$ cat src/verilog/wwsup_pkg.sv
// shared constants and types of the window watchdog supervisor
package wwsup_pkg;

	// ==========================================================
	// clock and derived cycle counts
	localparam int unsigned CLK_MHZ            = 20;     // aclk rate in MHz
	localparam int unsigned INIT_TIME_NS       = 81000;  // delay option detection, ns
	localparam int unsigned SETUP_TIME_NS      = 150000; // enable setup period, ns
	localparam int unsigned UPPER_WINDOW_US    = 1000;   // default upper window time, us
	localparam int unsigned RST_DELAY_OPEN_MS  = 200;    // open pin reset delay, ms
	localparam int unsigned RST_DELAY_PULL_MS  = 10;     // pullup reset delay, ms
	localparam int unsigned INIT_CYC  = (INIT_TIME_NS * CLK_MHZ + 999) / 1000;
	localparam int unsigned SETUP_CYC = (SETUP_TIME_NS * CLK_MHZ + 999) / 1000;
	localparam int unsigned UPPER_WINDOW_CYC = UPPER_WINDOW_US * CLK_MHZ;
	localparam int unsigned RST_DELAY_OPEN_CYC = RST_DELAY_OPEN_MS * 1000 * CLK_MHZ;
	localparam int unsigned RST_DELAY_PULL_CYC = RST_DELAY_PULL_MS * 1000 * CLK_MHZ;
	localparam int unsigned PULL_CYC   = INIT_CYC / 2;        // pulldown phase of detection
	localparam int unsigned SAMPLE_CYC = INIT_CYC - PULL_CYC; // released phase of detection
	localparam int unsigned EARLY_CYC  = 4;                   // early pin sample point

	// ==========================================================
	// register map
	localparam logic [7:0] REG_CTRL   = 8'h00; // bit 0 software watchdog disable
	localparam logic [7:0] REG_STATUS = 8'h04; // sticky events, clear on read
	localparam logic [7:0] REG_MASK   = 8'h08; // interrupt mask, same layout
	localparam logic [7:0] REG_STATE  = 8'h0c; // live block state
	localparam int unsigned AXI_ADDR_W = 8;
	localparam int unsigned EV_W       = 4;
	localparam int unsigned EV_FAULT   = 0;    // fault output asserted
	localparam int unsigned EV_RESET   = 1;    // supervisor reset asserted
	localparam int unsigned EV_EARLY   = 2;    // kick before lower bound
	localparam int unsigned EV_LATE    = 3;    // no kick before upper bound
	localparam logic [EV_W-1:0] MASK_RST = 4'h0;
	localparam logic            CTRL_RST = 1'b0;
	localparam logic [1:0] RESP_OKAY   = 2'h0;
	localparam logic [1:0] RESP_SLVERR = 2'h2;

	// ==========================================================
	// state types
	typedef enum logic [2:0] {WWSUP_RS_PULL, WWSUP_RS_SAMPLE, WWSUP_RS_HOLD,
		WWSUP_RS_DELAY, WWSUP_RS_RUN} wwsup_rs_e;
	typedef enum logic [2:0] {WWSUP_WD_OFF, WWSUP_WD_SETUP, WWSUP_WD_FIRST,
		WWSUP_WD_WINDOW, WWSUP_WD_FAULT} wwsup_wd_e;
	typedef enum logic [1:0] {WWSUP_OPT_CAP, WWSUP_OPT_PULLUP, WWSUP_OPT_OPEN} wwsup_opt_e;
	typedef enum logic [1:0] {WWSUP_RATIO_1_8, WWSUP_RATIO_3_4, WWSUP_RATIO_1_2} wwsup_ratio_e;

endpackage

$ cat src/verilog/wwsup_sync.sv
// two flip-flop synchroniser for asynchronous pin levels
module wwsup_sync #(
	parameter int unsigned W = 1
) (
	input  logic         aclk,
	input  logic         aresetn,
	input  logic [W-1:0] d,
	output logic [W-1:0] q
);
	// ==========================================================
	// state
	typedef struct packed {
		logic [W-1:0] s1; // first stage, read only by s2
		logic [W-1:0] s2; // stable copy
	} wwsup_sync_s;

	wwsup_sync_s st;
	wwsup_sync_s next_st;

	// shift the pin through both stages
	always_comb
	begin
		next_st    = st;
		next_st.s1 = d;
		next_st.s2 = st.s1;
	end

	// register the copy
	always_ff @(posedge aclk)
	begin
		if (!aresetn)
			st <= '0;
		else
			st <= next_st;
	end

	assign q = st.s2;
endmodule

$ cat src/verilog/wwsup_timer.sv
// saturating cycle counter with synchronous clear
module wwsup_timer #(
	parameter int unsigned W = 32
) (
	input  logic         aclk,
	input  logic         aresetn,
	input  logic         clear,
	output logic [W-1:0] count
);
	// ==========================================================
	// state
	typedef struct packed {
		logic [W-1:0] count; // cycles since last clear
	} wwsup_timer_s;

	wwsup_timer_s st;
	wwsup_timer_s next_st;

	// count up, hold at all ones
	always_comb
	begin
		next_st = st;
		if (clear)
			next_st.count = '0;
		else if (st.count != '1)
			next_st.count = st.count + W'(1);
	end

	// register the copy
	always_ff @(posedge aclk)
	begin
		if (!aresetn)
			st <= '0;
		else
			st <= next_st;
	end

	assign count = st.count;
endmodule

$ cat src/verilog/wwsup_top.sv
// window watchdog and reset supervision with an axi4-lite register slave

module wwsup_top #(
	parameter int unsigned UPPER_CYC     = wwsup_pkg::UPPER_WINDOW_CYC,
	parameter int unsigned DLY_OPEN_CYC  = wwsup_pkg::RST_DELAY_OPEN_CYC,
	parameter int unsigned DLY_PULL_CYC  = wwsup_pkg::RST_DELAY_PULL_CYC
) (
	input  logic                             aclk,
	input  logic                             aresetn,
	input  logic [wwsup_pkg::AXI_ADDR_W-1:0] s_axi_awaddr,
	input  logic                             s_axi_awvalid,
	output logic                             s_axi_awready,
	input  logic [31:0]                      s_axi_wdata,
	input  logic [3:0]                       s_axi_wstrb,
	input  logic                             s_axi_wvalid,
	output logic                             s_axi_wready,
	output logic [1:0]                       s_axi_bresp,
	output logic                             s_axi_bvalid,
	input  logic                             s_axi_bready,
	input  logic [wwsup_pkg::AXI_ADDR_W-1:0] s_axi_araddr,
	input  logic                             s_axi_arvalid,
	output logic                             s_axi_arready,
	output logic [31:0]                      s_axi_rdata,
	output logic [1:0]                       s_axi_rresp,
	output logic                             s_axi_rvalid,
	input  logic                             s_axi_rready,
	input  logic                             wdog_kick_in,
	input  logic                             ratio_select_0,
	input  logic                             ratio_select_1,
	input  logic                             supply_lockout,
	input  logic                             rail_in_window,
	input  logic                             reset_delay_pin_in,
	output logic                             reset_delay_pin_out,
	output logic                             reset_delay_pin_oe,
	output logic                             wdog_fault_out_n,
	output logic                             wdog_fault_oe,
	output logic                             reset_out_n,
	output logic                             irq
);
	// ==========================================================
	// elaboration checks
	if (UPPER_CYC < 16 || DLY_OPEN_CYC < 16 || DLY_PULL_CYC < 16)
		$error("window and delay counts must be at least 16 cycles");

	localparam logic [31:0] UPPER  = 32'(UPPER_CYC);
	localparam logic [31:0] D_OPEN = 32'(DLY_OPEN_CYC);
	localparam logic [31:0] D_PULL = 32'(DLY_PULL_CYC);

	// ==========================================================
	// state
	typedef struct packed {
		wwsup_pkg::wwsup_rs_e    rs;        // supervisor phase
		wwsup_pkg::wwsup_wd_e    wd;        // watchdog phase
		wwsup_pkg::wwsup_opt_e   opt;       // detected delay option
		wwsup_pkg::wwsup_ratio_e ratio;     // latched window ratio
		logic                    early_hi;  // pin high right after release
		logic [31:0]             cap_dly;   // measured capacitor delay
		logic                    kick_prev; // last synced kick level
		logic                    reset_n;   // supervisor reset level
		logic                    pd;        // delay pin pulldown on
		logic                    fault;     // fault output driven low
		logic                    ctrl_dis;  // software watchdog disable
		logic [wwsup_pkg::EV_W-1:0] status; // sticky events
		logic [wwsup_pkg::EV_W-1:0] mask;   // interrupt enables
		logic                    irq;       // interrupt level
		logic                    aw_have;   // write address held
		logic [wwsup_pkg::AXI_ADDR_W-1:0] awaddr;
		logic                    w_have;    // write data held
		logic [7:0]              wbyte;     // low byte of write data
		logic                    wlane;     // low byte lane strobed
		logic                    awready;
		logic                    wready;
		logic                    bvalid;
		logic [1:0]              bresp;
		logic                    arready;
		logic                    rvalid;
		logic [1:0]              rresp;
		logic [31:0]             rdata;
	} wwsup_top_s;

	wwsup_top_s st;
	wwsup_top_s next_st;

	// ==========================================================
	// pin synchronisers and timers
	logic [5:0]  pins_s;   // synced pin levels
	logic        kick_s;   // synced kick
	logic        sel0_s;   // synced select 0
	logic        sel1_s;   // synced select 1
	logic        lock_s;   // synced supply lockout
	logic        rail_s;   // synced rail comparator
	logic        dpin_s;   // synced delay pin
	logic        clr_rs;   // restart supervisor timer
	logic        clr_wd;   // restart watchdog timer
	logic [31:0] t_rs;     // supervisor phase time
	logic [31:0] t_wd;     // watchdog interval time
	logic        kick_fall;
	logic        wd_en;
	logic        bad;
	logic [31:0] lower;
	logic [31:0] fault_dly;
	logic [wwsup_pkg::EV_W-1:0] ev;
	logic        rd_status;

	wwsup_sync #(.W(6)) u_sync (
		.aclk    (aclk),
		.aresetn (aresetn),
		.d       ({reset_delay_pin_in, rail_in_window, supply_lockout,
			ratio_select_1, ratio_select_0, wdog_kick_in}),
		.q       (pins_s)
	);
	assign {dpin_s, rail_s, lock_s, sel1_s, sel0_s, kick_s} = pins_s;

	wwsup_timer #(.W(32)) u_rs_timer (
		.aclk    (aclk),
		.aresetn (aresetn),
		.clear   (clr_rs),
		.count   (t_rs)
	);
	wwsup_timer #(.W(32)) u_wd_timer (
		.aclk    (aclk),
		.aresetn (aresetn),
		.clear   (clr_wd),
		.count   (t_wd)
	);

	// ==========================================================
	// next state
	always_comb
	begin
		next_st   = st;
		clr_rs    = 1'b0;
		clr_wd    = 1'b0;
		ev        = '0;
		rd_status = 1'b0;
		// falling edge only; rising edges and levels do nothing
		kick_fall = st.kick_prev & ~kick_s;
		next_st.kick_prev = kick_s;
		// select 1/0 = 0/1 disables, software can also disable
		wd_en = ~(sel0_s & ~sel1_s) & ~st.ctrl_dis;
		bad   = lock_s | ~rail_s;
		// lower bound from latched ratio
		case (st.ratio)
			wwsup_pkg::WWSUP_RATIO_1_8: lower = UPPER >> 3;
			wwsup_pkg::WWSUP_RATIO_3_4: lower = UPPER - (UPPER >> 2);
			wwsup_pkg::WWSUP_RATIO_1_2: lower = UPPER >> 1;
			default:                    lower = UPPER >> 3;
		endcase
		// fault hold equals the reset delay of the detected option
		case (st.opt)
			wwsup_pkg::WWSUP_OPT_CAP:    fault_dly = st.cap_dly;
			wwsup_pkg::WWSUP_OPT_PULLUP: fault_dly = D_PULL;
			default:                     fault_dly = D_OPEN;
		endcase

		// supervisor sequence
		case (st.rs)
			// pull the delay pin low to discharge it
			wwsup_pkg::WWSUP_RS_PULL:
			begin
				next_st.pd = 1'b1;
				if (t_rs >= 32'(wwsup_pkg::PULL_CYC - 1))
				begin
					next_st.rs = wwsup_pkg::WWSUP_RS_SAMPLE;
					clr_rs     = 1'b1;
				end
			end
			// release and sample: fast high = pullup, late high = open
			wwsup_pkg::WWSUP_RS_SAMPLE:
			begin
				next_st.pd = 1'b0;
				if (t_rs == 32'(wwsup_pkg::EARLY_CYC))
					next_st.early_hi = dpin_s;
				if (t_rs >= 32'(wwsup_pkg::SAMPLE_CYC - 1))
				begin
					if (st.early_hi)
						next_st.opt = wwsup_pkg::WWSUP_OPT_PULLUP;
					else if (dpin_s)
						next_st.opt = wwsup_pkg::WWSUP_OPT_OPEN;
					else
						next_st.opt = wwsup_pkg::WWSUP_OPT_CAP;
					next_st.rs = wwsup_pkg::WWSUP_RS_HOLD;
				end
			end
			// hold while supply or rail is bad; latch the ratio here
			wwsup_pkg::WWSUP_RS_HOLD:
			begin
				next_st.pd = 1'b1;
				if (sel1_s && sel0_s)
					next_st.ratio = wwsup_pkg::WWSUP_RATIO_1_2;
				else if (sel1_s)
					next_st.ratio = wwsup_pkg::WWSUP_RATIO_3_4;
				else if (!sel0_s)
					next_st.ratio = wwsup_pkg::WWSUP_RATIO_1_8;
				if (!bad)
				begin
					next_st.rs = wwsup_pkg::WWSUP_RS_DELAY;
					clr_rs     = 1'b1;
				end
			end
			// reset delay: capacitor charges, else fixed count
			wwsup_pkg::WWSUP_RS_DELAY:
			begin
				next_st.pd = 1'b0;
				if (bad)
					next_st.rs = wwsup_pkg::WWSUP_RS_HOLD;
				else if (st.opt == wwsup_pkg::WWSUP_OPT_CAP ? dpin_s
					: (t_rs >= fault_dly - 32'h1))
				begin
					next_st.rs = wwsup_pkg::WWSUP_RS_RUN;
					if (st.opt == wwsup_pkg::WWSUP_OPT_CAP)
						next_st.cap_dly = (t_rs < 32'h10) ? 32'h10 : t_rs;
				end
			end
			// running: any bad condition restarts detection
			wwsup_pkg::WWSUP_RS_RUN:
			begin
				next_st.pd = 1'b0;
				if (bad)
				begin
					next_st.rs    = wwsup_pkg::WWSUP_RS_PULL;
					next_st.pd    = 1'b1; // pulldown starts with the reset
					clr_rs        = 1'b1;
					ev[wwsup_pkg::EV_RESET] = 1'b1;
				end
			end
			default:
			begin
				next_st.rs = wwsup_pkg::WWSUP_RS_PULL;
				clr_rs     = 1'b1;
			end
		endcase
		next_st.reset_n = (next_st.rs == wwsup_pkg::WWSUP_RS_RUN);

		// watchdog, off while reset is asserted or disabled
		if (!next_st.reset_n || !wd_en)
		begin
			next_st.wd = wwsup_pkg::WWSUP_WD_OFF;
			clr_wd     = 1'b1;
		end
		else
		begin
			case (st.wd)
				// resume after reset release or enable
				wwsup_pkg::WWSUP_WD_OFF:
				begin
					next_st.wd = wwsup_pkg::WWSUP_WD_SETUP;
					clr_wd     = 1'b1;
				end
				// kicks ignored during setup
				wwsup_pkg::WWSUP_WD_SETUP:
				begin
					if (t_wd >= 32'(wwsup_pkg::SETUP_CYC - 1))
					begin
						next_st.wd = wwsup_pkg::WWSUP_WD_FIRST;
						clr_wd     = 1'b1;
					end
				end
				// first kick: upper bound only
				wwsup_pkg::WWSUP_WD_FIRST:
				begin
					if (kick_fall && t_wd < UPPER)
					begin
						next_st.wd = wwsup_pkg::WWSUP_WD_WINDOW;
						clr_wd     = 1'b1;
					end
					else if (t_wd >= UPPER)
					begin
						next_st.wd = wwsup_pkg::WWSUP_WD_FAULT;
						clr_wd     = 1'b1;
						ev[wwsup_pkg::EV_LATE] = 1'b1;
					end
				end
				// later kicks: both bounds
				wwsup_pkg::WWSUP_WD_WINDOW:
				begin
					if (kick_fall && t_wd < lower)
					begin
						next_st.wd = wwsup_pkg::WWSUP_WD_FAULT;
						clr_wd     = 1'b1;
						ev[wwsup_pkg::EV_EARLY] = 1'b1;
					end
					else if (kick_fall && t_wd < UPPER)
						clr_wd = 1'b1;
					else if (t_wd >= UPPER)
					begin
						next_st.wd = wwsup_pkg::WWSUP_WD_FAULT;
						clr_wd     = 1'b1;
						ev[wwsup_pkg::EV_LATE] = 1'b1;
					end
				end
				// hold the fault for the reset delay, then restart
				wwsup_pkg::WWSUP_WD_FAULT:
				begin
					if (t_wd >= fault_dly - 32'h1)
					begin
						next_st.wd = wwsup_pkg::WWSUP_WD_FIRST;
						clr_wd     = 1'b1;
					end
				end
				default:
				begin
					next_st.wd = wwsup_pkg::WWSUP_WD_OFF;
					clr_wd     = 1'b1;
				end
			endcase
		end
		// fault pin is separate from reset, released while reset is low
		next_st.fault = (next_st.wd == wwsup_pkg::WWSUP_WD_FAULT);
		if (next_st.fault && !st.fault)
			ev[wwsup_pkg::EV_FAULT] = 1'b1;

		// write channel: address and data in either order
		if (s_axi_awvalid && st.awready)
		begin
			next_st.aw_have = 1'b1;
			next_st.awaddr  = s_axi_awaddr;
		end
		if (s_axi_wvalid && st.wready)
		begin
			next_st.w_have = 1'b1;
			next_st.wbyte  = s_axi_wdata[7:0];
			next_st.wlane  = s_axi_wstrb[0];
		end
		if (st.bvalid && s_axi_bready)
			next_st.bvalid = 1'b0;
		if (st.aw_have && st.w_have && !st.bvalid)
		begin
			next_st.aw_have = 1'b0;
			next_st.w_have  = 1'b0;
			next_st.bvalid  = 1'b1;
			next_st.bresp   = wwsup_pkg::RESP_OKAY;
			case (st.awaddr)
				wwsup_pkg::REG_CTRL:
					if (st.wlane)
						next_st.ctrl_dis = st.wbyte[0];
				wwsup_pkg::REG_MASK:
					if (st.wlane)
						next_st.mask = st.wbyte[wwsup_pkg::EV_W-1:0];
				wwsup_pkg::REG_STATUS, wwsup_pkg::REG_STATE: ; // read only, ignored
				default:
					next_st.bresp = wwsup_pkg::RESP_SLVERR;
			endcase
		end
		next_st.awready = ~next_st.aw_have & ~next_st.bvalid;
		next_st.wready  = ~next_st.w_have & ~next_st.bvalid;

		// read channel: one cycle to data
		if (st.rvalid && s_axi_rready)
			next_st.rvalid = 1'b0;
		if (s_axi_arvalid && st.arready)
		begin
			next_st.rvalid = 1'b1;
			next_st.rresp  = wwsup_pkg::RESP_OKAY;
			next_st.rdata  = '0;
			case (s_axi_araddr)
				wwsup_pkg::REG_CTRL:   next_st.rdata[0] = st.ctrl_dis;
				wwsup_pkg::REG_STATUS:
				begin
					next_st.rdata[wwsup_pkg::EV_W-1:0] = st.status;
					rd_status = 1'b1;
				end
				wwsup_pkg::REG_MASK:   next_st.rdata[wwsup_pkg::EV_W-1:0] = st.mask;
				wwsup_pkg::REG_STATE:
					next_st.rdata[8:0] = {st.ratio, st.opt, st.wd, st.fault, st.reset_n};
				default:               next_st.rresp = wwsup_pkg::RESP_SLVERR;
			endcase
		end
		next_st.arready = ~next_st.rvalid;

		// sticky status: a new event wins over the read clear
		next_st.status = (rd_status ? '0 : st.status) | ev;
		next_st.irq    = |(next_st.status & st.mask);
	end

	// ==========================================================
	// state register
	always_ff @(posedge aclk)
	begin
		if (!aresetn)
		begin
			st          <= '0;
			st.rs       <= wwsup_pkg::WWSUP_RS_PULL;
			st.wd       <= wwsup_pkg::WWSUP_WD_OFF;
			st.opt      <= wwsup_pkg::WWSUP_OPT_OPEN;
			st.ratio    <= wwsup_pkg::WWSUP_RATIO_1_8;
			st.cap_dly  <= D_PULL;
			st.mask     <= wwsup_pkg::MASK_RST;
			st.ctrl_dis <= wwsup_pkg::CTRL_RST;
			st.pd       <= 1'b1;
		end
		else
			st <= next_st;
	end

	// ==========================================================
	// outputs from the state register; the delay pin and fault pin drive levels are tied low
	assign s_axi_awready       = st.awready;
	assign s_axi_wready        = st.wready;
	assign s_axi_bvalid        = st.bvalid;
	assign s_axi_bresp         = st.bresp;
	assign s_axi_arready       = st.arready;
	assign s_axi_rvalid        = st.rvalid;
	assign s_axi_rresp         = st.rresp;
	assign s_axi_rdata         = st.rdata;
	assign reset_delay_pin_out = 1'b0;
	assign reset_delay_pin_oe  = st.pd;
	assign wdog_fault_out_n    = 1'b0;
	assign wdog_fault_oe       = st.fault;
	assign reset_out_n         = st.reset_n;
	assign irq                 = st.irq;
endmodule
$ cat config.mk
export PLATFORM = sky130hd
export DESIGN_NAME = wwsup_top
export DESIGN_NICKNAME = d
export VERILOG_FILES = /design/src/verilog/wwsup_pkg.sv /design/src/verilog/wwsup_sync.sv /design/src/verilog/wwsup_timer.sv /design/src/verilog/wwsup_top.sv
export SDC_FILE = /design/constraint.sdc
export NUM_CORES = 1
export LEC_CHECK = 0
export BUFFER_PORTS_ARGS = -buffer_cell sky130_fd_sc_hd__buf_2
export CORE_AREA = 10 10 168 170
export CTS_CLUSTER_DIAMETER = 120
export CTS_CLUSTER_SIZE = 28
export DETAILED_ROUTE_END_ITERATION = 12
export DIE_AREA = 0 0 178 180
export GPL_TIMING_DRIVEN = 0
export MAX_ROUTING_LAYER = met4
export PLACE_DENSITY_LB_ADDON = 0.25
export RECOVER_POWER = 50
export SLEW_MARGIN = 10
export SYNTH_ARGS = -nofsm -noshare
export SYNTH_HDL_FRONTEND = slang
export SYNTH_SLANG_ARGS = --single-unit
$ cat constraint.sdc
create_clock -name aclk -period 7.87 [get_ports aclk]
set_clock_uncertainty 0.15 [all_clocks]
set_input_delay 0.787 -clock aclk [delete_from_list [all_inputs] [get_ports aclk]]
set_output_delay 0.787 -clock aclk [all_outputs]
set_load 0.02 [all_outputs]
-- Yosys cells after proc, flatten, opt, wreduce, memory -nomap -nowiden
Cells that the tools add are included.
- $add $sub $neg: 3
- $mul: 0
- divide/modulo/power cells: 0
- order comparisons: 8
- eq/ne operators: 23
- shift-type cells: 0
- mux-type cells: 60
- bitwise operators: 19
- reductions and logical operators: 35
- operators by type and width (operator ; number):
    adder 32 x 1 -> 32 bit (second input constant) ; 2
    >= comparator 32 bit ; 2
    inequality test 32 bit (second input constant) ; 2
    case mux 32 bit (2 select lines) ; 1
    2-to-1 mux 3 bit ; 14
    2-to-1 mux 35 bit ; 1
    equality test 32 x 3 -> 1 bit (second input constant) ; 1
    equality test 8 x 4 -> 1 bit (second input constant) ; 4
    >= comparator 32 x 10 -> 1 bit (second input constant) ; 1
    >= comparator 32 x 12 -> 1 bit (second input constant) ; 1
    >= comparator 32 x 15 -> 1 bit (second input constant) ; 1
    < comparator 32 x 15 -> 1 bit (second input constant) ; 1
    < comparator 32 bit ; 1
    < comparator 32 x 5 -> 1 bit (second input constant) ; 1
    2-to-1 mux 32 bit ; 1
    subtractor 32 x 1 -> 32 bit (second input constant) ; 1
    case mux 3 bit (5 select lines) ; 2
    case mux 14 bit (2 select lines) ; 1
    2-to-1 mux 1 bit ; 22
    equality test 8 x 3 -> 1 bit (second input constant) ; 2
    zero test 8 bit ; 2
    2-to-1 mux 2 bit ; 8
    equality test 3 x 2 -> 1 bit (second input constant) ; 4
    equality test 3 bit (second input constant) ; 4
    other kinds (28) ; 68
- register bits after elaboration: 170
- bits in latches: 0
- bits in writable memories: 0
- bits in read-only memories: 0
- input port bits: 65
- output and inout port bits: 47
- word-level logic and storage cells: 179
- memories: 0

-- Logic depth before layout (Yosys ltp)
Gate-level depths: netlist of run 1.
- depth in word-level cells: 18
- gate-level depth with buffers: 25
- depth with buffers taken out: 21

-- Modules after synthesis
A second synthesis of run 1 with hierarchy kept.
- cell total of the unflattened synthesis: 1207
- area total of the unflattened synthesis: 10259.8 µm²
- by module, submodules not included (module ; instances ; cells an instance ; area an instance (µm²) ; sequential area each (µm²)):
    wwsup_top ; 1 ; 774 ; 6462.4 ; 1761.7
    wwsup_timer ; 2 ; 204 ; 1730.4 ; 640.6
    wwsup_sync ; 1 ; 25 ; 336.6 ; 240.2

-- Worst setup path after synthesis of run 1
OpenSTA, ideal clock, no wires.
- kind: flip-flop to flip-flop
- from: register st[110] in the netlist's numbering
- to: register u_wd_timer.st, in the netlist u_wd_timer.count[18]
- library setup time: 66 ps
- arrival: 5143 ps
- data required time: 7654 ps
- slack: 2511 ps
- cell stages (with the launch flop): 26
- cell sequence: dfxtp_1 clkbuf_1 nor2_1 clkbuf_1 buf_1 nand2_1 ha_1 o211ai_1 nor3_1 nand2_1 nor2_1 o211ai_1 nor3_1 xor2_1 nand2_1 ha_1 a21o_1 a21oi_1 o21ai_0 or4_1 a311oi_1 a211oi_1 or4_4 a311o_4 buf_6 a21oi_2
- cells in the longest elaborated chain, start to end: 13
- ends and longest elaborated chain (item ; RTL line ; RTL):
    start: declaration ; wwsup_top.sv:81 ; wwsup_top_s st;
    start signal: assignment ; wwsup_top.sv:393 ; st <= next_st;
    equality test 2 x 1 -> 1 bit / zero test 2 bit (equally long branches) ; wwsup_top.sv:150, wwsup_top.sv:207 ;
    case mux 32 bit (2 select lines) ; wwsup_top.sv:150 ; case (st.opt)
    subtractor 32 x 1 -> 32 bit ; wwsup_top.sv:208, wwsup_top.sv:295 ;
    >= comparator 32 bit ; wwsup_top.sv:208 ; : (t_rs >= fault_dly - 32'h1))
    2-to-1 mux 1 bit ; wwsup_top.sv:207 ; else if (st.opt == wwsup_pkg::WWSUP_OPT_CAP ? dpin_s
    2-to-1 mux 3 bit ; wwsup_top.sv:207 ;
    2-to-1 mux 3 bit ; wwsup_top.sv:205 ; if (bad)
    case mux 3 bit (5 select lines) ; wwsup_top.sv:157 ; case (st.rs)
    equality test 3 bit ; wwsup_top.sv:233 ; next_st.reset_n = (next_st.rs == wwsup_pkg::WWSUP_RS_RUN);
    zero test 1 bit ; wwsup_top.sv:236 ; if (!next_st.reset_n || !wd_en)
    logical OR 1 bit ; wwsup_top.sv:236 ;
    2-to-1 mux 1 bit * ; wwsup_top.sv:236 ;
    OR reduction 2 bit (no source line) * ; - ;
    end signal: assignment ; wwsup_timer.sv:35 ; st <= next_st;
    end: declaration ; wwsup_timer.sv:16 ; wwsup_timer_s st;
Every way passes the cells marked *; elsewhere a longest branch is shown, timed or not.
A chain may end at the register's enable or synchronous reset.

-- Worst setup path after layout of run 1
Same ends and word-level chain as after synthesis.

==> impl_metrics.yaml, run 1 <==
run_status:
  status: "finished, final reports clean"
timing:
  drv_slew: 0
  holdWs_ns: 0.2841
  setup_tns_ns: 0
  setup_viol_count_final: 0
  fin_crit_ns: 6.848
  rsz0062_at_grt: "false"
  hold_violations: 0
  setup_slack_ns: 1.022
  max_slew_margin: 0.2589
  period_share: 0.8701
  worst_pin_slew_ns: 1.084
  clock.fmax_mhz: 146.0
placed_design:
  portBuffers: 52
  placed_cell_area_um2: 10530
  dp_worst_setup_slack_ns: 1.105
  gp_congestion: 0.8875
  dp_hpwl_um: 20320
synthesis:
  yosys.area.top_type_share: 0.3365
  synthCells: 1205
  synth_ff_type: "dfxtp_1"
  ys_types: 71
  yosysSeqAreaShare: 0.3365
  synth-edff-count: 0
  synthTopCellsByArea: "dfxtp_1, ha_1, nand2_1"
  ys_async_sr_fraction: 0
  synth_top_area_cell: "dfxtp_1"
  synth_seq_cells: 164
  yosysWarnings: 0
  postSynthAreaPerCell_um2: 8.096
  synth_area_um2: 9756
die:
  die_w_um: 178
  die_y_um: 180
  fp.coreArea_um2: 24890
  start_util: 0.3919
  dieArea_um2: 32040
  io_pins: 112
  rows: 58
job:
  maxCapViolations: 0
setup_path:
  r2r_end: "u_wd_timer.count[18]$_SDFFE_PP0P_"
  end_kind: "flip-flop"
  rrSetupSlack_ns: 1.02
  path_class: "flip-flop to flip-flop"
  reg2reg_depth: 25
  r2r_start: "st[110]$_SDFFE_PN1P_"
  cp_max_fo: 10
  worstPathArrival_ns: 7.07
  startpoint: "st[110]$_SDFFE_PN1P_"
  cp-start-kind: "flip-flop"
  cp.required_ns: 8.09
clock_tree:
  numCtsBuffers: 17
  worstSkewPairLatency_ns: 0.44
  cts_sinks: 164
  path_clk_slew_ns: 0.06
  clockRootBuffer: "clkbuf_16"
  cts_tree: "yes"
  cts_max_level: 4
  post_cts_buffers: 0
  cts.hold.buffers_added: 0
  cts_resized: 0
  cts.path.max_buffers: 2
cells_and_area:
  final_core_util: 0.4447
  fin_nets: 1444
  syn_to_final_growth_pct: 13.45
  drive_gt1_frac: 0.1027
  final_area_um2: 11070
  layout_common_cells: "nand2_1, dfxtp_1, nor2_1"
  mostFrequentLayoutCell: "nand2_1"
power_and_ir_drop:
  power.density_nw_per_um2: 158.1
  vdd_drop_max_mv: 0.1278
  cellLeakagePower_nw: 4.478
min_path:
  worstHoldStart: "u_sync.next_st[3]$_SDFF_PN0_"
  hold_class: "flip-flop to flip-flop"
  whs_endpoint: "u_sync.q[3]$_SDFF_PN0_"
  whs_path_depth: 1
global_route:
  grt_overflow_total: 0
  grt_max_degree: 17
  grt_usage: 0.1674
  grt_antenna_before_repair: 0
  grt_pass1_wl_um: 42280
  grt_pass1_vias: 7949
routing:
  wl_per_cell_um: 15.97
  drtIter0Drc: 564
  viasPerCell: 5.230
  antenna_left: 0
  vias: 8608
  route.detailed.drc: 0
  dr.pass1.iters: 5
  wl_um: 26290
## power breakdown
part / switching (mW) / internal [mW]
sequential: 0.00717 / 0.840
combinational: 0.0496 / 0.0288
clock: 0.376 / 0.448
total: 0.433 / 1.32
## flip-flops by register name (all words and copies together), names as in the netlist, 6 cells and up
register	count
st	68
u_rs_timer.count	32
u_wd_timer.count	32
s_axi_rdata	9
u_sync.next_st	6
u_sync.q	6
## metal layers
| layer | GRT usage | vias to the layer above | routed length (µm) |
|---|---|---|---|
| li1 | - | 4408 | - |
| met1 | 0.2224 | 3988 | 12710 |
| met2 | 0.2569 | 190 | 12050 |
| met3 | 0.02829 | 22 | 1240 |
| met4 | 0.04470 | 0 | 293 |
| met5 | - | - | 0 |
## cell families after synthesis
family | count (synthesis) | share of synthesized area
compound gates | 197 | 0.1294
xor+xnor | 85 | 0.08195
fa+ha+maj | 78 | 0.09978
buf+inv | 104 | 0.05746
flops | 164 | 0.3365
mux | 12 | 0.01398
other cells | 1 | 0.0003844
simple gates | 564 | 0.2805
## stage by stage
stage | cells | total power [mW]
after floorplan | 1231 | 0.9200
after global placement | 1613 | 0.9445
after detailed placement | 1613 | 0.9457
after CTS | 1645 | 1.763
after global routing | 1645 | 1.807
final | 1646 | 1.750
## layout make-up
type	count	area, µm²
clock buffers	18	439.2
multi-input cells	963	6010
plain buffers	82	478.0
flip-flops and latches	164	3283
inverters	22	82.58
repair buffers	52	234.0
fillers	2531	13820
diodes	1	2.502
well taps	330	412.9
clock inverters	14	126.4
## synth_stat cells (8+ instances only)
master / n
clkbuf_1: 37
and3_1: 18
nor2b_1: 11
dfxtp_1: 164
a21oi_1: 79
xnor2_1: 19
ha_1: 77
xor2_1: 62
o21ai_0: 33
nand4_1: 25
nor3_1: 24
a22oi_1: 11
nand2_1: 177
buf_4: 39
and4_1: 10
o211ai_1: 10
nor2_1: 139
nand2b_1: 13
a211oi_1: 9
nand3_1: 55
mux2i_1: 8
nor2_2: 10
and2_1: 19
inv_1: 22
nor4_1: 31
or4_1: 8
## worst max-delay path, cell delays in order (launching register included)
cell and delay, ns:
dfxtp_1 0.32, clkbuf_1 0.41, nor2_1 0.31, clkbuf_1 0.32, buf_1 0.33, nand2_1 0.25, ha_1 0.28, o211ai_1 0.26
nor3_1 0.21, nand2_1 0.08, nor2_1 0.24, o211ai_1 0.21, nor3_1 0.25, xor2_1 0.16, nand2_1 0.11, ha_1 0.34
a21o_1 0.18, a21oi_1 0.12, o21ai_0 0.13, or4_1 0.48, a311oi_1 0.27, a211oi_1 0.16, or4_4 0.55, a311o_4 0.38
buf_6 0.17, a21oi_2 0.10
## worst max-delay path by stage
stage	end	slack (ns)	cells after the start
3_5_place_dp	u_wd_timer.count[4]$_SDFFE_PP0P_	1.10	25
5_1_grt	u_wd_timer.count[0]$_SDFFE_PP0P_	0.72	25
3_3_place_gp	u_wd_timer.count[18]$_SDFFE_PP0P_	1.13	25
2_1_floorplan	u_wd_timer.count[18]$_SDFFE_PP0P_	2.51	25
6_report	u_wd_timer.count[18]$_SDFFE_PP0P_	1.02	25
4_1_cts	u_wd_timer.count[18]$_SDFFE_PP0P_	1.07	25
Power figures use the tool's default switching activity.
==> inputs of run 2 (changes only) <==
--- a/config.mk
+++ b/config.mk
@@ -7,9 +7,9 @@
 export LEC_CHECK = 0
 export BUFFER_PORTS_ARGS = -buffer_cell sky130_fd_sc_hd__buf_2
-export CORE_AREA = 10 10 168 170
+export CORE_AREA = 10 10 172 174
 export CTS_CLUSTER_DIAMETER = 120
 export CTS_CLUSTER_SIZE = 28
 export DETAILED_ROUTE_END_ITERATION = 12
-export DIE_AREA = 0 0 178 180
+export DIE_AREA = 0 0 182 184
 export GPL_TIMING_DRIVEN = 0
 export MAX_ROUTING_LAYER = met4
@@ -19,3 +19,4 @@
 export SYNTH_ARGS = -nofsm -noshare
 export SYNTH_HDL_FRONTEND = slang
+export SYNTH_HIERARCHICAL = 1
 export SYNTH_SLANG_ARGS = --single-unit
--- a/constraint.sdc
+++ b/constraint.sdc
@@ -3,3 +3,3 @@
 set_input_delay 0.787 -clock aclk [delete_from_list [all_inputs] [get_ports aclk]]
 set_output_delay 0.787 -clock aclk [all_outputs]
-set_load 0.02 [all_outputs]
+set_load 0.1 [all_outputs]
==> run 2 against run 1 <==
Register-to-register slack got worse by 0.12 ns. Hold slack improved by 0.0036 ns. Global-route usage increased by 0.59 points. Synthesized area increased by 5.2%. Fmax decreased by 1.7%. Critical path type unchanged.
==> impl_metrics.yaml, run 2 <==
power_and_ir_drop:
  total_power_mw: 1.830
  vdd_drop_max_mv: 0.1297
  cellLeakagePower_nw: 4.534
  power.density_nw_per_um2: 157.7
synthesis:
  yosysWarnings: 6
  synth_top_area_cell: "dfxtp_1"
  yosysSeqAreaShare: 0.3200
  ys_async_sr_fraction: 0
  synthCells: 1207
  yosys.area.top_type_share: 0.3200
  ys_types: 79
  synth_commonest_cells: "dfxtp_1, nand2_1, ha_1, nor2_1, a21oi_1"
  synth_seq_cells: 164
  postSynthAreaPerCell_um2: 8.500
  synth-edff-count: 0
  synth_area_um2: 10260
  yosysMostFrequentCell: "dfxtp_1"
  synthTopCellsByArea: "dfxtp_1, ha_1, nand2_1"
  synth_ff_type: "dfxtp_1"
cells_and_area:
  mostFrequentLayoutCell: "dfxtp_1"
  top_register: "st"
  layout_common_cells: "dfxtp_1, nand2_1, ha_1"
  final_area_um2: 11600
  syn_to_final_growth_pct: 13.07
  largest_reg_flops: 68
  fin_nets: 1442
  drive_gt1_frac: 0.1238
  antenna_cells: 0
global_route:
  grt_usage: 0.1733
  grt_pass1_wl_um: 46320
  grt_overflow_total: 0
  grt_antenna_before_repair: 0
  grt_max_degree: 20
  grt_pass1_vias: 8566
timing:
  setup_tns_ns: 0
  hold_violations: 0
  rsz0062_at_grt: "false"
  setup_viol_count_final: 0
  fin_crit_ns: 6.967
  clock.fmax_mhz: 143.5
  worst_pin_slew_ns: 1.202
  period_share: 0.8853
  setup_slack_ns: 0.9028
  drv_slew: 0
  max_slew_margin: 0.2021
clock_tree:
  cts_tree: "yes"
  post_cts_buffers: 0
  clockRootBuffer: "clkbuf_16"
  cts.hold.buffers_added: 0
  cts_resized: 0
  cts_max_level: 4
  path_clk_slew_ns: 0.08
  worstSkewPairLatency_ns: 0.45
  cts_sinks: 164
  numCtsBuffers: 17
  cts.path.max_buffers: 2
setup_path:
  cp_max_fo: 10
  worstPathArrival_ns: 7.11
  path_class: "flip-flop to flip-flop"
  cp-start-kind: "flip-flop"
  cp.required_ns: 8.01
  end_kind: "flip-flop"
routing:
  route.detailed.drc: 0
  drtIter0Drc: 870
  wl_um: 28700
  viasPerCell: 5.550
  dr.pass1.iters: 5
  antenna_left: 0
  vias: 9168
  wl_per_cell_um: 17.37
placed_design:
  gp_congestion: 0.9442
  portBuffers: 52
  dp_hpwl_um: 22000
  placed_cell_area_um2: 11040
  dp_worst_setup_slack_ns: 0.9647
die:
  rows: 59
  io_pins: 112
  start_util: 0.3960
  dieArea_um2: 33490
  die_w_um: 182
  die_y_um: 184
  fp.coreArea_um2: 25910
job:
  maxCapViolations: 0
min_path:
  hold_class: "flip-flop to flip-flop"
run_status:
  status: "finished, final reports clean"
==> run 2: changes by cell type after synthesis, moves of 24 or more <==
cell / delta
nand2_1: -44
a21boi_0: +24
xor2_1: -42
nor2b_1: +24
nor2_1: -70
or3_1: +26
==> run 2: layout make-up <==
| class | instances | area, µm² |
|---|---|---|
| plain buffers | 89 | 541.8 |
| clock buffers | 17 | 425.4 |
| clock inverters | 15 | 173.9 |
| fillers | 2622 | 14310 |
| inverters | 26 | 97.59 |
| multi-input cells | 954 | 6426 |
| flip-flops and latches | 164 | 3283 |
| well taps | 335 | 419.2 |
| repair buffers | 52 | 234.0 |
==> run 2: kinds of logic (layout without fill, tap and decap cells) <==
logic type / Yosys count / count (layout) / synth area share
buf+inv: 115 / 199 / 0.06317
compound gates: 279 / 279 / 0.1854
fa+ha+maj: 76 / 76 / 0.09195
simple gates: 511 / 511 / 0.2807
flops: 164 / 164 / 0.3200
mux: 15 / 15 / 0.01634
xor+xnor: 46 / 46 / 0.04207
other cells: 1 / 27 / 0.0003655
==> run 2: path summary, 6_finish.rpt <==
check                                     from                                 to  slack [ns]  depth (start not counted)
hold / removal    u_sync/next_st[4]$_SDFF_PN0_             u_sync/q[4]$_SDFF_PN0_        0.29                          1
hold reg to reg   u_sync/next_st[4]$_SDFF_PN0_             u_sync/q[4]$_SDFF_PN0_        0.29                          1
setup / recovery          st[110]$_SDFFE_PN1P_  u_wd_timer/count[26]$_SDFFE_PP0P_        0.90                         25
setup reg to reg          st[110]$_SDFFE_PN1P_  u_wd_timer/count[26]$_SDFFE_PP0P_        0.90                         25
==> run 2: power breakdown <==
part	internal, mW	leakage [nW]	total, mW	switching, mW
registers	0.840	1.33	0.849	0.00960
logic	0.0324	2.92	0.139	0.107
clock network	0.429	0.287	0.841	0.411
total	1.30	4.53	1.83	0.528
==> run 2: metal layers <==
layer,GRT usage,vias up,share of wire
met5,-,-,0
met4,0.04263,0,0.011
met3,0.03130,19,0.050
met2,0.2619,215,0.45
met1,0.2339,4331,0.49
li1,-,4603,-
==> run 2: worst max-delay path, stage by stage (launching register included) <==
cell       delay [ns]
dfxtp_1          0.32
buf_6            0.14
nor2_2           0.30
clkbuf_1         0.45
clkbuf_1         0.51
nand2_1          0.21
ha_1             0.30
o21ai_0          0.25
nor4b_1          0.14
mux2i_1          0.16
o21ai_0          0.22
ha_1             0.27
a21o_1           0.17
nand3_1          0.07
a21oi_1          0.06
a2111oi_0        0.37
o31ai_1          0.18
a221oi_1         0.40
o31a_1           0.32
o31a_1           0.30
nor3_4           0.11
nand3_1          0.14
nand2b_1         0.15
clkbuf_1         0.45
clkbuf_1         0.54
nor2_1           0.11
==> run 2: per-stage QoR <==
step	utilization	hold slack (ns)	instances
floorplan	-	0.2619	1233
CTS	0.4491	0.2921	1652
detailed placement	0.4260	0.2727	1620
global route	0.4477	0.3044	1652
finish	0.4477	0.2878	1652
global placement	0.4260	0.2660	1620
==> inputs of run 3 (changes only) <==
- PLACE_DENSITY: unset -> 0.61
- PLACE_DENSITY_LB_ADDON: 0.25 -> unset
==> run 3 against run 2 <==
Sequential share of layout area decreased by 0.082 points. Setup slack improved by 0.0057 ns. Combinational power about the same. Critical endpoint unchanged.
==> impl_metrics.yaml, run 3 (synthesis gave the netlist of run 2 again) <==
timing:
  drv_slew: 0
  worst_pin_slew_ns: 1.204
  setup_tns_ns: 0
  hold_violations: 0
  max_slew_margin: 0.2007
  setup_viol_count_final: 0
  period_share: 0.8846
  rsz0062_at_grt: "false"
  clock.fmax_mhz: 143.6
  fin_crit_ns: 6.962
cells_and_area:
  syn_to_final_growth_pct: 13.40
  mostFrequentLayoutCell: "dfxtp_1"
  top_register: "st"
  largest_reg_flops: 68
  stdcell_count: 1652
  antenna_cells: 0
  fin_nets: 1442
  drive_gt1_frac: 0.1238
  layout_common_cells: "dfxtp_1, nand2_1, ha_1"
global_route:
  grt_max_degree: 20
  grt_overflow_total: 0
  grt_pass1_vias: 8574
  grt_usage: 0.1728
  grt_pass1_wl_um: 46150
  grt_antenna_before_repair: 0
die:
  start_util: 0.3960
  die_w_um: 182
  fp.coreArea_um2: 25910
  rows: 59
  dieArea_um2: 33490
  die_y_um: 184
  io_pins: 112
routing:
  vias: 9238
  viasPerCell: 5.592
  route.met2.wl_um: 13080
  drtIter0Drc: 726
  antenna_left: 0
  dr.pass1.iters: 5
  wl_met1_um: 13880
  route.detailed.drc: 0
  wl_um: 28860
  routed-wl-met3_um: 1482
  top_layer: "met4"
  wl_per_cell_um: 17.47
setup_path:
  path_class: "flip-flop to flip-flop"
  reg2reg_depth: 25
  cp_max_fo: 10
  cp.required_ns: 8.02
  worstPathArrival_ns: 7.12
  r2r_start: "st[110]$_SDFFE_PN1P_"
  cp-start-kind: "flip-flop"
  rrSetupSlack_ns: 0.91
  end_kind: "flip-flop"
  r2r_end: "u_wd_timer/count[26]$_SDFFE_PP0P_"
placed_design:
  dp_hpwl_um: 22070
  portBuffers: 52
  dp.cells: 1620
  gp_congestion: 0.9531
power_and_ir_drop:
  power.density_nw_per_um2: 160.8
  cellLeakagePower_nw: 4.547
  vdd_drop_max_mv: 0.1078
clock_tree:
  worstSkewPairLatency_ns: 0.45
  path_clk_slew_ns: 0.08
  clockRootBuffer: "clkbuf_16"
  cts_max_level: 4
  numCtsBuffers: 17
  cts.path.max_buffers: 2
  cts_sinks: 164
  cts_tree: "yes"
  cts.hold.buffers_added: 0
  cts_resized: 0
  post_cts_buffers: 0
job:
  maxCapViolations: 0
run_status:
  status: "finished, final reports clean"
min_path:
  whs_path_depth: 1
  worstHoldStart: "u_sync/next_st[4]$_SDFF_PN0_"
  hold_class: "flip-flop to flip-flop"
  whs_endpoint: "u_sync/q[4]$_SDFF_PN0_"
## run 3: cell type report
type / count / area, µm²
Clock buffer: 17 / 425.4
Fill cell: 2579 / 14280
Inverter: 26 / 97.59
Buffer: 89 / 541.8
Tap cell: 335 / 419.2
Multi-Input combinational cell: 954 / 6426
Clock inverter: 15 / 207.7
Sequential cell: 164 / 3283
Timing Repair Buffer: 52 / 234.0
## run 3: metrics by stage
stage	hold WS, ns	setup slack, ns	utilization	cell area, µm²	power (mW)
floorplan	0.2619	2.701	-	10360	0.9820
global placement	0.2702	1.034	0.4260	11040	1.008
detailed placement	0.2724	1.028	0.4260	11040	1.009
CTS	0.2909	0.9740	0.4504	11670	1.890
global route	0.3120	0.3986	0.4490	11630	1.933
finish	0.2950	0.9085	0.4490	11630	1.871
## run 3: how the worst max path moves through the flow
| stage | startpoint | endpoint | slack, ns |
|---|---|---|---|
| final | st[110]$_SDFFE_PN1P_ | u_wd_timer/count[26]$_SDFFE_PP0P_ | 0.91 |
| after global routing | st[110]$_SDFFE_PN1P_ | u_wd_timer/count[11]$_SDFFE_PP0P_ | 0.40 |
| after CTS | st[110]$_SDFFE_PN1P_ | u_wd_timer/count[7]$_SDFFE_PP0P_ | 0.97 |
| after detailed placement | st[110]$_SDFFE_PN1P_ | u_wd_timer/count[7]$_SDFFE_PP0P_ | 1.03 |
| after global placement | st[110]$_SDFFE_PN1P_ | u_wd_timer/count[7]$_SDFFE_PP0P_ | 1.03 |
| after floorplan | st[74]$_SDFFE_PN0P_ | u_wd_timer/count[28]$_SDFFE_PP0P_ | 2.70 |
## run 3: metal layers
layer | up-vias | global-route usage
li1 | 4584 | -
met1 | 4393 | 0.2319
met2 | 229 | 0.2614
met3 | 32 | 0.02795
met4 | 0 | 0.05109
met5 | - | -
## run 3: where the power goes
group | leakage, nW | total, mW | switching [mW] | internal [mW]
combinational | 2.92 | 0.140 | 0.107 | 0.0325
clock | 0.300 | 0.881 | 0.418 | 0.463
sequential | 1.33 | 0.850 | 0.00998 | 0.840
total | 4.55 | 1.87 | 0.535 | 1.34
## run 3: critical path: stages (launching register included)
cell and delay, ns:
dfxtp_1 0.32, buf_6 0.14, nor2_2 0.29, clkbuf_1 0.49, clkbuf_1 0.49, nand2_1 0.20, ha_1 0.30, o21ai_0 0.25
nor4b_1 0.15, mux2i_1 0.14, o21ai_0 0.45, ha_1 0.20, nand4_1 0.09, o41ai_1 0.36, o31ai_1 0.17, a211oi_1 0.27
o2111ai_1 0.19, a41oi_1 0.27, o2111ai_1 0.14, nand3_1 0.19, o211ai_1 0.13, nand3_1 0.13, nand2b_1 0.18, clkbuf_1 0.46
clkbuf_1 0.52, nor2_1 0.11
